--- src/common/prl_defines.vh ---
`ifndef PRL_DEFINES_VH
`define PRL_DEFINES_VH

// ----------------------------------------------------------------------
// register offsets
// ----------------------------------------------------------------------
`define PRL_OFS_INGRESS_RATE_P32 12'h08E
`define PRL_OFS_EGRESS_RATE_P10 12'h090
`define PRL_OFS_EGRESS_RATE_P32 12'h092
`define PRL_OFS_CABLE_DIAG 12'h094
`define PRL_OFS_PHY_CONTROL 12'h0A0

// ----------------------------------------------------------------------
// field positions
// ----------------------------------------------------------------------
`define PRL_RATE_HI_MSB 14
`define PRL_RATE_HI_LSB 8
`define PRL_RATE_LO_MSB 6
`define PRL_RATE_LO_LSB 0
`define PRL_RSVD_HI_BIT 15
`define PRL_MID_BIT 7
`define PRL_NEAR_SHORT_BIT 15
`define PRL_RESULT_MSB 14
`define PRL_RESULT_LSB 13
`define PRL_TEST_START_BIT 12
`define PRL_FORCE_LINK_BIT 11
`define PRL_DIAG_RSVD_BIT 10
`define PRL_LOOPBACK_BIT 9
`define PRL_FAULT_MSB 8
`define PRL_FAULT_LSB 0
`define PRL_PHY_FORCE_LINK_BIT 3
`define PRL_PHY_LOOPBACK_BIT 1

// ----------------------------------------------------------------------
// reset values
// ----------------------------------------------------------------------
`define PRL_RATE_RST 7'h00
`define PRL_BIT_RST 1'h0
`define PRL_DIAG_RSVD_RST 1'h1
`define PRL_RESULT_RST 2'h0
`define PRL_ING_LIM_RST 2'h0
`define PRL_EGR_LIM_RST 4'h0
`define PRL_FAULT_RST 9'h000
`define PRL_DATA_ZERO 16'h0000

`endif

--- src/rtl/prl_port_regs.v ---
// Strobed register access was left to the implementer.
`timescale 1ns/1ps
`include "prl_defines.vh"

module prl_port_regs
#(
    parameter ADDR_W = 12,
    parameter RATE_W = 7
)
(
    input wire I_CLOCK,
    input wire I_RSTN,
    input wire [ADDR_W-1:0] I_ADDR,
    input wire [15:0] I_WDATA,
    input wire I_WR,
    input wire I_RD,
    output reg [15:0] O_RDATA,
    output reg [RATE_W-1:0] O_INGRESS_RATE_P2,
    output reg [RATE_W-1:0] O_INGRESS_RATE_P3,
    output reg [RATE_W-1:0] O_EGRESS_RATE_P0,
    output reg [RATE_W-1:0] O_EGRESS_RATE_P1,
    output reg [RATE_W-1:0] O_EGRESS_RATE_P2,
    output reg [RATE_W-1:0] O_EGRESS_RATE_P3,
    output reg O_EGRESS_LIMIT_EN,
    output reg [1:0] O_INGRESS_LIMITED_P32,
    output reg [3:0] O_EGRESS_LIMITED,
    output reg O_FORCE_LINK,
    output reg O_REMOTE_LOOPBACK,
    output reg O_CABLE_TEST_RUN,
    input wire I_CABLE_TEST_DONE,
    input wire I_NEAR_SHORT,
    input wire [1:0] I_CABLE_TEST_RESULT,
    input wire [8:0] I_FAULT_DISTANCE_COUNT
);

    // ------------------------------------------------------------------
    // functions
    // ------------------------------------------------------------------
    function hit;
        input [ADDR_W-1:0] addr;
        input [11:0] ofs;
        begin
            hit = (addr == ofs[ADDR_W-1:0]);
        end
    endfunction

    // zero code is full line rate at either speed
    function limited;
        input [RATE_W-1:0] code;
        begin
            limited = (code != {RATE_W{1'h0}});
        end
    endfunction

    // ------------------------------------------------------------------
    // storage
    // ------------------------------------------------------------------
    reg ing_rsvd_hi_reg;
    reg ing_rsvd_mid_reg;
    reg eg0_rsvd_hi_reg;
    reg eg1_rsvd_hi_reg;
    reg eg1_rsvd_mid_reg;
    reg diag_rsvd_reg;
    reg near_short_reg;
    reg [1:0] cable_test_result_reg;
    reg [8:0] fault_distance_count_reg;
    reg [15:0] rdata_next;
    reg [RATE_W-1:0] ing_rate_p3_next;
    reg [RATE_W-1:0] ing_rate_p2_next;
    reg [RATE_W-1:0] eg_rate_p1_next;
    reg [RATE_W-1:0] eg_rate_p0_next;
    reg [RATE_W-1:0] eg_rate_p3_next;
    reg [RATE_W-1:0] eg_rate_p2_next;
    reg egress_limit_en_next;
    reg ing_rsvd_hi_next;
    reg ing_rsvd_mid_next;
    reg eg0_rsvd_hi_next;
    reg eg1_rsvd_hi_next;
    reg eg1_rsvd_mid_next;
    reg [1:0] ing_limited_next;
    reg [3:0] egr_limited_next;
    reg force_link_next;
    reg remote_loopback_next;
    reg diag_rsvd_next;
    reg cable_test_run_next;
    reg near_short_next;
    reg [1:0] cable_test_result_next;
    reg [8:0] fault_distance_count_next;

    wire wr_ing = I_WR & hit(I_ADDR, `PRL_OFS_INGRESS_RATE_P32);
    wire wr_eg0 = I_WR & hit(I_ADDR, `PRL_OFS_EGRESS_RATE_P10);
    wire wr_eg1 = I_WR & hit(I_ADDR, `PRL_OFS_EGRESS_RATE_P32);
    wire wr_diag = I_WR & hit(I_ADDR, `PRL_OFS_CABLE_DIAG);
    wire wr_phy = I_WR & hit(I_ADDR, `PRL_OFS_PHY_CONTROL);
    wire test_start = wr_diag & I_WDATA[`PRL_TEST_START_BIT];
    wire test_done = O_CABLE_TEST_RUN & I_CABLE_TEST_DONE;

    // ------------------------------------------------------------------
    // ingress rate register, priorities 3 and 2
    // ------------------------------------------------------------------
    // reserved bits are plain storage so software can round-trip a word
    always @*
    begin
        ing_rate_p3_next = O_INGRESS_RATE_P3;
        ing_rate_p2_next = O_INGRESS_RATE_P2;
        ing_rsvd_hi_next = ing_rsvd_hi_reg;
        ing_rsvd_mid_next = ing_rsvd_mid_reg;
        if (wr_ing)
        begin
            ing_rate_p3_next = I_WDATA[`PRL_RATE_HI_MSB:`PRL_RATE_HI_LSB];
            ing_rate_p2_next = I_WDATA[`PRL_RATE_LO_MSB:`PRL_RATE_LO_LSB];
            ing_rsvd_hi_next = I_WDATA[`PRL_RSVD_HI_BIT];
            ing_rsvd_mid_next = I_WDATA[`PRL_MID_BIT];
        end
    end

    always @(posedge I_CLOCK)
    begin
        if (!I_RSTN)
        begin
            O_INGRESS_RATE_P3 <= `PRL_RATE_RST;
            O_INGRESS_RATE_P2 <= `PRL_RATE_RST;
            ing_rsvd_hi_reg <= `PRL_BIT_RST;
            ing_rsvd_mid_reg <= `PRL_BIT_RST;
        end
        else
        begin
            O_INGRESS_RATE_P3 <= ing_rate_p3_next;
            O_INGRESS_RATE_P2 <= ing_rate_p2_next;
            ing_rsvd_hi_reg <= ing_rsvd_hi_next;
            ing_rsvd_mid_reg <= ing_rsvd_mid_next;
        end
    end

    // ------------------------------------------------------------------
    // egress rate register, priorities 1 and 0 with global enable
    // ------------------------------------------------------------------
    always @*
    begin
        eg_rate_p1_next = O_EGRESS_RATE_P1;
        eg_rate_p0_next = O_EGRESS_RATE_P0;
        egress_limit_en_next = O_EGRESS_LIMIT_EN;
        eg0_rsvd_hi_next = eg0_rsvd_hi_reg;
        if (wr_eg0)
        begin
            eg_rate_p1_next = I_WDATA[`PRL_RATE_HI_MSB:`PRL_RATE_HI_LSB];
            eg_rate_p0_next = I_WDATA[`PRL_RATE_LO_MSB:`PRL_RATE_LO_LSB];
            egress_limit_en_next = I_WDATA[`PRL_MID_BIT];
            eg0_rsvd_hi_next = I_WDATA[`PRL_RSVD_HI_BIT];
        end
    end

    always @(posedge I_CLOCK)
    begin
        if (!I_RSTN)
        begin
            O_EGRESS_RATE_P1 <= `PRL_RATE_RST;
            O_EGRESS_RATE_P0 <= `PRL_RATE_RST;
            O_EGRESS_LIMIT_EN <= `PRL_BIT_RST;
            eg0_rsvd_hi_reg <= `PRL_BIT_RST;
        end
        else
        begin
            O_EGRESS_RATE_P1 <= eg_rate_p1_next;
            O_EGRESS_RATE_P0 <= eg_rate_p0_next;
            O_EGRESS_LIMIT_EN <= egress_limit_en_next;
            eg0_rsvd_hi_reg <= eg0_rsvd_hi_next;
        end
    end

    // ------------------------------------------------------------------
    // egress rate register, priorities 3 and 2
    // ------------------------------------------------------------------
    always @*
    begin
        eg_rate_p3_next = O_EGRESS_RATE_P3;
        eg_rate_p2_next = O_EGRESS_RATE_P2;
        eg1_rsvd_hi_next = eg1_rsvd_hi_reg;
        eg1_rsvd_mid_next = eg1_rsvd_mid_reg;
        if (wr_eg1)
        begin
            eg_rate_p3_next = I_WDATA[`PRL_RATE_HI_MSB:`PRL_RATE_HI_LSB];
            eg_rate_p2_next = I_WDATA[`PRL_RATE_LO_MSB:`PRL_RATE_LO_LSB];
            eg1_rsvd_hi_next = I_WDATA[`PRL_RSVD_HI_BIT];
            eg1_rsvd_mid_next = I_WDATA[`PRL_MID_BIT];
        end
    end

    always @(posedge I_CLOCK)
    begin
        if (!I_RSTN)
        begin
            O_EGRESS_RATE_P3 <= `PRL_RATE_RST;
            O_EGRESS_RATE_P2 <= `PRL_RATE_RST;
            eg1_rsvd_hi_reg <= `PRL_BIT_RST;
            eg1_rsvd_mid_reg <= `PRL_BIT_RST;
        end
        else
        begin
            O_EGRESS_RATE_P3 <= eg_rate_p3_next;
            O_EGRESS_RATE_P2 <= eg_rate_p2_next;
            eg1_rsvd_hi_reg <= eg1_rsvd_hi_next;
            eg1_rsvd_mid_reg <= eg1_rsvd_mid_next;
        end
    end

    // ------------------------------------------------------------------
    // limiter qualifiers, registered so they track the codes one cycle late
    // ------------------------------------------------------------------
    always @*
    begin
        ing_limited_next = {limited(O_INGRESS_RATE_P3), limited(O_INGRESS_RATE_P2)};
        // egress needs the global enable as well as a nonzero code
        egr_limited_next = {4{O_EGRESS_LIMIT_EN}} &
            {limited(O_EGRESS_RATE_P3), limited(O_EGRESS_RATE_P2),
             limited(O_EGRESS_RATE_P1), limited(O_EGRESS_RATE_P0)};
    end

    always @(posedge I_CLOCK)
    begin
        if (!I_RSTN)
        begin
            O_INGRESS_LIMITED_P32 <= `PRL_ING_LIM_RST;
            O_EGRESS_LIMITED <= `PRL_EGR_LIM_RST;
        end
        else
        begin
            O_INGRESS_LIMITED_P32 <= ing_limited_next;
            O_EGRESS_LIMITED <= egr_limited_next;
        end
    end

    // ------------------------------------------------------------------
    // phy aliases and reserved diagnostic bit
    // ------------------------------------------------------------------
    always @*
    begin
        force_link_next = O_FORCE_LINK;
        remote_loopback_next = O_REMOTE_LOOPBACK;
        diag_rsvd_next = diag_rsvd_reg;
        // force link and loopback: one storage bit each, reachable from two addresses
        if (wr_diag)
        begin
            force_link_next = I_WDATA[`PRL_FORCE_LINK_BIT];
            remote_loopback_next = I_WDATA[`PRL_LOOPBACK_BIT];
            diag_rsvd_next = I_WDATA[`PRL_DIAG_RSVD_BIT];
        end
        else if (wr_phy)
        begin
            force_link_next = I_WDATA[`PRL_PHY_FORCE_LINK_BIT];
            remote_loopback_next = I_WDATA[`PRL_PHY_LOOPBACK_BIT];
        end
    end

    always @(posedge I_CLOCK)
    begin
        if (!I_RSTN)
        begin
            O_FORCE_LINK <= `PRL_BIT_RST;
            O_REMOTE_LOOPBACK <= `PRL_BIT_RST;
            diag_rsvd_reg <= `PRL_DIAG_RSVD_RST;
        end
        else
        begin
            O_FORCE_LINK <= force_link_next;
            O_REMOTE_LOOPBACK <= remote_loopback_next;
            diag_rsvd_reg <= diag_rsvd_next;
        end
    end

    // ------------------------------------------------------------------
    // cable test start bit and captured status
    // ------------------------------------------------------------------
    always @*
    begin
        cable_test_run_next = O_CABLE_TEST_RUN;
        near_short_next = near_short_reg;
        cable_test_result_next = cable_test_result_reg;
        fault_distance_count_next = fault_distance_count_reg;
        // a fresh start write beats a done in the same cycle; writing
        // zero cannot abort a running test
        if (test_start)
            cable_test_run_next = 1'h1;
        else if (test_done)
            cable_test_run_next = 1'h0;
        // status captured as the test ends, so it is valid once start reads 0;
        // a done while idle is a stray pulse and leaves the status alone
        if (test_done)
        begin
            near_short_next = I_NEAR_SHORT;
            cable_test_result_next = I_CABLE_TEST_RESULT;
            fault_distance_count_next = I_FAULT_DISTANCE_COUNT;
        end
    end

    always @(posedge I_CLOCK)
    begin
        if (!I_RSTN)
        begin
            O_CABLE_TEST_RUN <= `PRL_BIT_RST;
            near_short_reg <= `PRL_BIT_RST;
            cable_test_result_reg <= `PRL_RESULT_RST;
            fault_distance_count_reg <= `PRL_FAULT_RST;
        end
        else
        begin
            O_CABLE_TEST_RUN <= cable_test_run_next;
            near_short_reg <= near_short_next;
            cable_test_result_reg <= cable_test_result_next;
            fault_distance_count_reg <= fault_distance_count_next;
        end
    end

    // ------------------------------------------------------------------
    // read path, data valid the cycle after the strobe only
    // ------------------------------------------------------------------
    always @*
    begin
        rdata_next = `PRL_DATA_ZERO;
        if (I_RD)
        begin
            if (hit(I_ADDR, `PRL_OFS_INGRESS_RATE_P32))
            begin
                rdata_next[`PRL_RSVD_HI_BIT] = ing_rsvd_hi_reg;
                rdata_next[`PRL_RATE_HI_MSB:`PRL_RATE_HI_LSB] = O_INGRESS_RATE_P3;
                rdata_next[`PRL_MID_BIT] = ing_rsvd_mid_reg;
                rdata_next[`PRL_RATE_LO_MSB:`PRL_RATE_LO_LSB] = O_INGRESS_RATE_P2;
            end
            else if (hit(I_ADDR, `PRL_OFS_EGRESS_RATE_P10))
            begin
                rdata_next[`PRL_RSVD_HI_BIT] = eg0_rsvd_hi_reg;
                rdata_next[`PRL_RATE_HI_MSB:`PRL_RATE_HI_LSB] = O_EGRESS_RATE_P1;
                rdata_next[`PRL_MID_BIT] = O_EGRESS_LIMIT_EN;
                rdata_next[`PRL_RATE_LO_MSB:`PRL_RATE_LO_LSB] = O_EGRESS_RATE_P0;
            end
            else if (hit(I_ADDR, `PRL_OFS_EGRESS_RATE_P32))
            begin
                rdata_next[`PRL_RSVD_HI_BIT] = eg1_rsvd_hi_reg;
                rdata_next[`PRL_RATE_HI_MSB:`PRL_RATE_HI_LSB] = O_EGRESS_RATE_P3;
                rdata_next[`PRL_MID_BIT] = eg1_rsvd_mid_reg;
                rdata_next[`PRL_RATE_LO_MSB:`PRL_RATE_LO_LSB] = O_EGRESS_RATE_P2;
            end
            else if (hit(I_ADDR, `PRL_OFS_CABLE_DIAG))
            begin
                rdata_next[`PRL_NEAR_SHORT_BIT] = near_short_reg;
                rdata_next[`PRL_RESULT_MSB:`PRL_RESULT_LSB] = cable_test_result_reg;
                rdata_next[`PRL_TEST_START_BIT] = O_CABLE_TEST_RUN;
                rdata_next[`PRL_FORCE_LINK_BIT] = O_FORCE_LINK;
                rdata_next[`PRL_DIAG_RSVD_BIT] = diag_rsvd_reg;
                rdata_next[`PRL_LOOPBACK_BIT] = O_REMOTE_LOOPBACK;
                rdata_next[`PRL_FAULT_MSB:`PRL_FAULT_LSB] = fault_distance_count_reg;
            end
            else if (hit(I_ADDR, `PRL_OFS_PHY_CONTROL))
            begin
                rdata_next[`PRL_PHY_FORCE_LINK_BIT] = O_FORCE_LINK;
                rdata_next[`PRL_PHY_LOOPBACK_BIT] = O_REMOTE_LOOPBACK;
            end
        end
    end

    always @(posedge I_CLOCK)
    begin
        if (!I_RSTN)
            O_RDATA <= `PRL_DATA_ZERO;
        else
            O_RDATA <= rdata_next;
    end

endmodule

--- config.mk ---
export PLATFORM = sky130hd
export DESIGN_NAME = prl_port_regs
export DESIGN_NICKNAME = d
export VERILOG_FILES = /design/src/rtl/prl_port_regs.v
export VERILOG_INCLUDE_DIRS = /design/src /design/src/common
export SDC_FILE = /design/constraint.sdc
export NUM_CORES = 1
export LEC_CHECK = 0
export BUFFER_PORTS_ARGS = -buffer_cell sky130_fd_sc_hd__buf_2
export CAP_MARGIN = 20
export CORE_MARGIN = 1
export CORE_UTILIZATION = 25
export CTS_CLUSTER_SIZE = 40
export DETAILED_ROUTE_END_ITERATION = 8
export PLACE_DENSITY = 0.54
export SLEW_MARGIN = 20
export SYNTH_ARGS = -nofsm -noshare
export SYNTH_HDL_FRONTEND = slang
export SYNTH_SLANG_ARGS = --single-unit
--- constraint.sdc ---
create_clock -name I_CLOCK -period 2.3 [get_ports I_CLOCK]
set_input_delay 0.23 -clock I_CLOCK [delete_from_list [all_inputs] [get_ports I_CLOCK]]
set_output_delay 0.23 -clock I_CLOCK [all_outputs]
set_load 0.05 [all_outputs]
======== After elaboration in Yosys (flattened, before gate mapping) ========
Index checks and enable logic that the tools add are counted.
storage, ports and cells
  register bits after elaboration ......... 86
  input port bits ......................... 45
  output and inout port bits .............. 68
  logic and storage cells ................. 60
operators by class
  equal/unequal tests ..................... 5
  mux-type cells .......................... 16
  bitwise gates (word level) .............. 8
  reduce and logical (&&, ||, !) cells .... 9
operators by type and width
  kind                                                                     number
  12-bit by 8-bit equality test with 1-bit output (second input constant)  5
  16-bit two-way mux                                                       3
  7-bit nonzero test                                                       6
  1-bit two-way mux                                                        12
  12-bit two-way mux                                                       1
  1-bit AND                                                                7
  4-bit AND                                                                1
  2-bit nonzero test                                                       2
  2-bit AND reduction                                                      1

======== Logic depth before layout (Yosys ltp) ========
Gate-level depths: netlist of run 1.
  depth in word-level cells ............... 6
  gate-level depth with buffers ........... 7

======== Least setup slack after synthesis of run 1 ========
No wires, ideal clock.
  path type ............................... input -> register
  start point ............................. in I_ADDR[9]
  end point ............................... reg O_EGRESS_RATE_P2[3]
  arrival ................................. 1783 ps
  data required time ...................... 2172 ps
  slack ................................... 390 ps
  stages .................................. 5
  path buffers ............................ 1
  cells stage by stage .................... or4_4 nor4_4 buf_6 mux2i_1 nor2_1
between the ends
  longest elaborated chain between the ends .. 2
RTL lines
  item                                             line                 source
  from (decl)                                      prl_port_regs.v:13   input wire [ADDR_W-1:0] I_ADDR,
  12-bit by 8-bit equality test with 1-bit output  prl_port_regs.v:43   hit = (addr == ofs[ADDR_W-1:0]);
  1-bit AND                                        prl_port_regs.v:92   wire wr_eg1 = I_WR & hit(I_ADDR, `PRL_OFS_EGRESS_RATE_P32);
  to (signal assigned)                             prl_port_regs.v:194  O_EGRESS_RATE_P2 <= `PRL_RATE_RST;
  to (signal assigned)                             prl_port_regs.v:201  O_EGRESS_RATE_P2 <= eg_rate_p2_next;
  to (decl)                                        prl_port_regs.v:22   output reg [RATE_W-1:0] O_EGRESS_RATE_P2,
No other way between the ends.
A chain may end at the register's enable or synchronous reset.

======== Worst setup path after layout of run 1 ========
  start point ............................. in I_ADDR[9]
  end point ............................... reg O_EGRESS_RATE_P0[4]
between the ends
  longest elaborated chain between the ends .. 2
RTL lines
  item                                             line                 source
  12-bit by 8-bit equality test with 1-bit output  prl_port_regs.v:43
  1-bit AND                                        prl_port_regs.v:91   wire wr_eg0 = I_WR & hit(I_ADDR, `PRL_OFS_EGRESS_RATE_P10);
  to (signal assigned)                             prl_port_regs.v:158  O_EGRESS_RATE_P0 <= `PRL_RATE_RST;
  to (signal assigned)                             prl_port_regs.v:165  O_EGRESS_RATE_P0 <= eg_rate_p0_next;
  to (decl)                                        prl_port_regs.v:20   output reg [RATE_W-1:0] O_EGRESS_RATE_P0,
No other way between the ends.

==> flow_summary.toml, run 1 <==
[status]
status = "finished clean"

[sta]
finalMaxSlewViolations = 0
skew_ns = 0.00667
rsz0062_at_grt = "no"
period_minus_slack_ns = 1.61
maxSlewHeadroom_pct = 50.8
tightest_slew_ns = 0.728
setup_viol = 0
setup_tns_ns = 0
post-route-period-util_pct = 69.9
timing.final.ws_setup_ns = 0.692
max_freq_mhz = 622
hold_violations = 0

[die]
die-width_um = 122
io_pins = 113
die_y_um = 122
start_util_pct = 25.7
rows = 43
dieArea_um2 = 14800
coreArea_um2 = 13900

[logic_synthesis]
post_synth.cell_area_avg_um2 = 8.71
yosys.area.top_type = "dfxtp_1"
async_flop_share_pct = 0
yosysSeqAreaShare_pct = 48.2
syn-instance-count = 410
synth_top_area_share_pct = 48.2
synth_nets = 455
yosys_warnings = 0
synth.distinct_cells = 38
synth_ff_type = "dfxtp_1"
synth-edff-count = 0
synth_area_um2 = 3570
synth-seq-cells = 86
netlist_top_cells_area = "dfxtp_1, a21oi_1, mux2i_1, nand3_1, o21ai_0"

[final_layout]
regArea_um2 = 1720
largest_register_ffs = 16
multiInputGateArea_um2 = 1700
num_antenna_cells = 0
utilization_pct = 33.6
area_growth_pct = 30.6
drive_gt1_share_pct = 28.7
instances_no_fill = 699
nets = 559
fillers = 1514

[global_route]
grt-ovfl-total = 0
met1_usage_pct = 22.7
grt_pass1_wl_mm = 18.9
antenna_found_initial = 0
grt_max_degree = 35
grt_usage_pct = 16.9
grt_pass1_vias = 3346
met3_usage_pct = 3.81
top_usage_layer = "met2"
use_met2_pct = 26.0

[worst_setup_path]
crit_fanout = 16
reg2reg_depth = 4
startpoint_type = "input port"
end_kind = "flip-flop"
arrival_ns = 1.87
timing.rr.start = "O_EGRESS_RATE_P0[1]"
required_ns = 2.56
r2r-end = "O_RDATA[1]"
r2r_setup_slack_ns = 1.12
crit_type = "in2reg"

[clock_tree]
cts_hold_buf = 0
cts.reportedPaths.clkPinSlew_ns = 0.06
clock_path_buffers = 2
clockRootBuffer = "clkbuf_16"
tritoncts = "built"
clk_latency_ns = 0.34
cts_resized = 0
cts_buffers = 9
clock-sinks = 86
ctsHtreeMaxLevel = 3
postCtsSetupRepairBufs = 0

[detailed_routing]
wl_per_cell_um = 17.8
drc_errors = 0
drt-vias-per-instance = 5.13
vias = 3583
firstDrtPassIters = 5
detail-route-antenna-nets = 0
drt_iter0_drc = 349
wl_mm = 12.5

[place]
gp_congestion = 0.827
dpl.cell_count = 683
io_buffers = 112
post-place-ws_ns = 0.345
dp_hpwl_mm = 9.36

[power]
irDropWorstVdd_v = 0.000335
p_leak_nw = 1.84
p_per_area_nw_per_um2 = 695

[hold_path]
hold_class = "in2reg"
hold_depth = 3
min-delay-start = "I_FAULT_DISTANCE_COUNT[0]"
min_to = "fault_distance_count_reg[0]"

[run]
cap_violations = 0
cell usage in the layout, fill, tap and decap left out, types with 14 or more instances in the layout:
cell type  netlist  routed
o21ai_0         32      32
nor2_1          27      27
a22o_1          14      14
a21oi_1         57      57
dfxtp_1         86      86
buf_4            0      14
buf_2            2     112
nand2_1         34      34
mux2i_1         18      18
nand3_1         34      34
critical path: stages:
cell and delay, ns:
buf_2 0.11, nor4_2 0.56, and3_1 0.63, nand3_1 0.17, a21oi_1 0.17
synthesized netlist by cell type (4+ instances only):
master / count
a21oi_1: 57
a222oi_1: 9
a22o_1: 14
a22oi_1: 6
clkbuf_1: 28
dfxtp_1: 86
inv_1: 4
mux2i_1: 18
nand2_1: 34
nand3_1: 34
nor2_1: 27
nor2b_1: 5
nor3_1: 8
nor4_1: 6
nor4bb_1: 4
o21ai_0: 32
metal layers:
metal | up-vias | part of all wire (%)
li1 | 1714 | -
met1 | 1684 | 45
met2 | 170 | 45
met3 | 15 | 8.6
met4 | 0 | 1.8
met5 | - | 0
worst max path at each step:
stage               startpoint  slack (ns)                   to  depth (start not counted)
global placement     I_ADDR[9]        0.39  O_EGRESS_RATE_P3[6]                          6
finish               I_ADDR[9]        0.69  O_EGRESS_RATE_P0[4]                          5
detailed placement   I_ADDR[9]        0.34  O_EGRESS_RATE_P2[5]                          6
CTS                  I_ADDR[9]        0.71  O_EGRESS_RATE_P2[6]                          6
floorplan            I_ADDR[9]        0.39  O_EGRESS_RATE_P2[3]                          5
global route         I_ADDR[9]        0.55  O_EGRESS_RATE_P0[4]                          5
through the flow:
stage	hold WS (ns)	total power, mW	instance area (um2)
finish	0.125	3.24	4660
global route	0.140	3.34	4660
detailed placement	0.455	1.67	4330
global placement	0.450	1.67	4330
floorplan	0.292	1.58	3570
CTS	0.117	3.28	4660
kinds of logic after synthesis:
family          after synthesis  synth area share, %
simple gates                142                 21.0
compound gates              126                 21.4
flops                        86                 48.2
buf+inv                      38                 4.27
mux                          18                 5.05
report_power, final:
part | internal [mW] | switching [mW]
Combinational | 0.0480 | 0.103
Clock | 1.01 | 0.589
Sequential | 1.49 | 0.000121
cell type report:
| type | count | area share (%) |
|---|---|---|
| Clock inverter | 5 | 1.74 |
| Tap cell | 180 | 4.83 |
| Clock buffer | 11 | 5.42 |
| Multi-Input combinational cell | 286 | 36.4 |
| Timing Repair Buffer | 126 | 14.3 |
| Sequential cell | 86 | 36.9 |
| Inverter | 5 | 0.403 |
Power figures use the tool's default switching activity.
==> run 2: changes to the inputs <==
--- a/config.mk
+++ b/config.mk
@@ -12,7 +12,7 @@
 export CORE_UTILIZATION = 25
 export CTS_CLUSTER_SIZE = 40
 export DETAILED_ROUTE_END_ITERATION = 8
-export PLACE_DENSITY = 0.54
+export PLACE_DENSITY = 0.56
 export SLEW_MARGIN = 20
 export SYNTH_ARGS = -nofsm -noshare
 export SYNTH_HDL_FRONTEND = slang
==> constraint.sdc (replaced) <==
create_clock -name I_CLOCK -period 1.3 [get_ports I_CLOCK]
set_input_delay 0.13 -clock I_CLOCK [delete_from_list [all_inputs] [get_ports I_CLOCK]]
set_output_delay 0.13 -clock I_CLOCK [all_outputs]
set_load 0.05 [all_outputs]
==> run 2 against run 1 <==
The run now ends with setup timing left. Routed wire length is 5.6% higher. Power is 68% higher. Sequential cell count stayed put. Critical path depth is 1 higher. Critical path type unchanged. Cell count is 3.4% higher. Register-to-register slack worse by 0.96 ns. Final area is 6.4% higher. Clock skew is 0.00068 ns lower. Hold slack worse by 0.089 ns. Largest power group is now sequential cells. Clock-buffer cell count is 1 higher. Combinational power is 130% higher.
==> flow_summary.toml, run 2 (same netlist as run 1, synthesis figures left out) <==
[clock_tree]
cts_hold_buf = 0
cts_buffers = 9
ctsHtreeMaxLevel = 3
clk_latency_ns = 0.33
clock_path_buffers = 2
clockRootBuffer = "clkbuf_16"
clock-sinks = 86
cts.reportedPaths.clkPinSlew_ns = 0.06
tritoncts = "built"

[hold_path]
hold_class = "in2reg"

[global_route]
grt_pass1_vias = 3525
antenna_found_initial = 0
grt_usage_pct = 17.7
grt-ovfl-total = 0
grt_pass1_wl_mm = 19.8
grt_max_degree = 35

[worst_setup_path]
cp_num_buf_inv = 2
cp_top_family = "simple AND/OR/NAND/NOR gates"
end_kind = "flip-flop"
crit_chain = "buf_6 -> or4_4 -> nor4_4 -> buf_12 -> mux2i_1 -> nor2_1"
crit_fanout = 16
cp_slowest_stage_delay_ns = 0.58
required_ns = 1.51
arrival_ns = 1.57
startpoint_type = "input port"
slowest_stage = "or4_4"
crit_type = "in2reg"

[status]
violations = "setup timing"
status = "finished with violations"

[detailed_routing]
vias = 3769
detail-route-antenna-nets = 0
wl_mm = 13.2
firstDrtPassIters = 6
drc_errors = 0
wl_per_cell_um = 18.2
drt-vias-per-instance = 5.21
drt_iter0_drc = 364

[sta]
period_minus_slack_ns = 1.36
tightest_slew_ns = 0.681
post-route-period-util_pct = 105
setup_viol = 21
skew_ns = 0.00598
hold_violations = 0
maxSlewHeadroom_pct = 54.5
max_freq_mhz = 736
setup_tns_ns = -0.797
rsz0062_at_grt = "yes"
timing.final.ws_setup_ns = -0.0591
finalMaxSlewViolations = 0

[place]
io_buffers = 112
gp_congestion = 0.846
dp_hpwl_mm = 9.60

[die]
rows = 43
dieArea_um2 = 14800
start_util_pct = 25.7
io_pins = 113
die-width_um = 122
die_y_um = 122
coreArea_um2 = 13900

[power]
clkPwrFrac_pct = 45.2
p_int_mw = 4.21
p_per_area_nw_per_um2 = 1090
irDropWorstVdd_v = 0.000597
p_leak_nw = 1.99
p_total_mw = 5.43
combPwrFrac_pct = 6.3
seq_power_share_pct = 48.6
p_switching_mw = 1.22
swShare_pct = 22.5

[final_layout]
drive_gt1_share_pct = 34.4
fillers = 1440
num_antenna_cells = 0
nets = 584
final_cell_mix = "buf_2, dfxtp_1, a21oi_1"
layout_commonest_cell = "buf_2"
multiInputGateArea_um2 = 1770
area_growth_pct = 39.0
largest_register_ffs = 16
regArea_um2 = 1720

[run]
cap_violations = 0
==> run 2: changes by cell type in the layout (fill, tap and decap cells not counted), sizes merged <==
cell	before	now
bufinv	2	0
clkbuf	11	12
buf	126	151
clkinvlp	1	0
clkinv	2	3
==> run 2: metrics by stage <==
stage | instances | cell area, um2 | utilization [%] | hold WS [ns] | setup WS [ns]
floorplan | 410 | 3660 | - | 0.192 | -0.447
global placement | 705 | 4600 | 33.1 | 0.377 | -0.368
finish | 723 | 4960 | 35.7 | 0.0364 | -0.0591
global route | 723 | 4960 | 35.7 | 0.0392 | -0.126
CTS | 720 | 4900 | 35.3 | 0.0279 | -0.0364
detailed placement | 705 | 4600 | 33.1 | 0.378 | -0.403
==> run 2: area by class of cell <==
cell class	instances	area share, %
clock buffer	12	5.37
clock inverter	3	0.378
inverter	5	0.378
multi-input combinational	286	35.8
sequential	86	34.7
tap	180	4.54
timing repair buffer	151	18.9
==> run 2: worst min-delay path, cell delays in order <==
cell	delay, ns
buf_2	0.10
nand2_1	0.04
a21oi_1	0.05
==> run 2: final timing paths <==
path | start | end | slack, ns | cells after the start
max | I_ADDR[9] | O_EGRESS_RATE_P2[0] | -0.06 | 6
min | I_FAULT_DISTANCE_COUNT[4] | fault_distance_count_reg[4] | 0.04 | 3
max reg2reg | O_REMOTE_LOOPBACK | O_RDATA[9] | 0.16 | 3
min reg2reg | cable_test_result_reg[1] | cable_test_result_reg[1] | 0.46 | 2
==> run 2: timing repair <==
action                     4_1_cts  5_1_grt
resized for setup                3       16
setup endpoints to repair       18       39
pin swaps                        0        8
cloned                           0        1
buffers inserted                 0        2
==> run 2: power by group through the flow <==
stage / registers, mW / clock network [mW] / logic, mW
2_1_floorplan: 2.69 / 0 / 0.118
3_3_place_gp: 2.69 / 0 / 0.324
3_5_place_dp: 2.69 / 0 / 0.327
4_1_cts: 2.63 / 2.47 / 0.332
5_1_grt: 2.63 / 2.61 / 0.363
6_report: 2.63 / 2.45 / 0.341
==> run 2: routing by layer <==
layer / part of all wire [%] / vias up / track usage (%)
met5: 0 / - / 0
met4: 2.8 / 0 / 8.41
met3: 10 / 30 / 4.23
met2: 45 / 204 / 26.7
met1: 42 / 1772 / 23.6
li1: - / 1763 / -
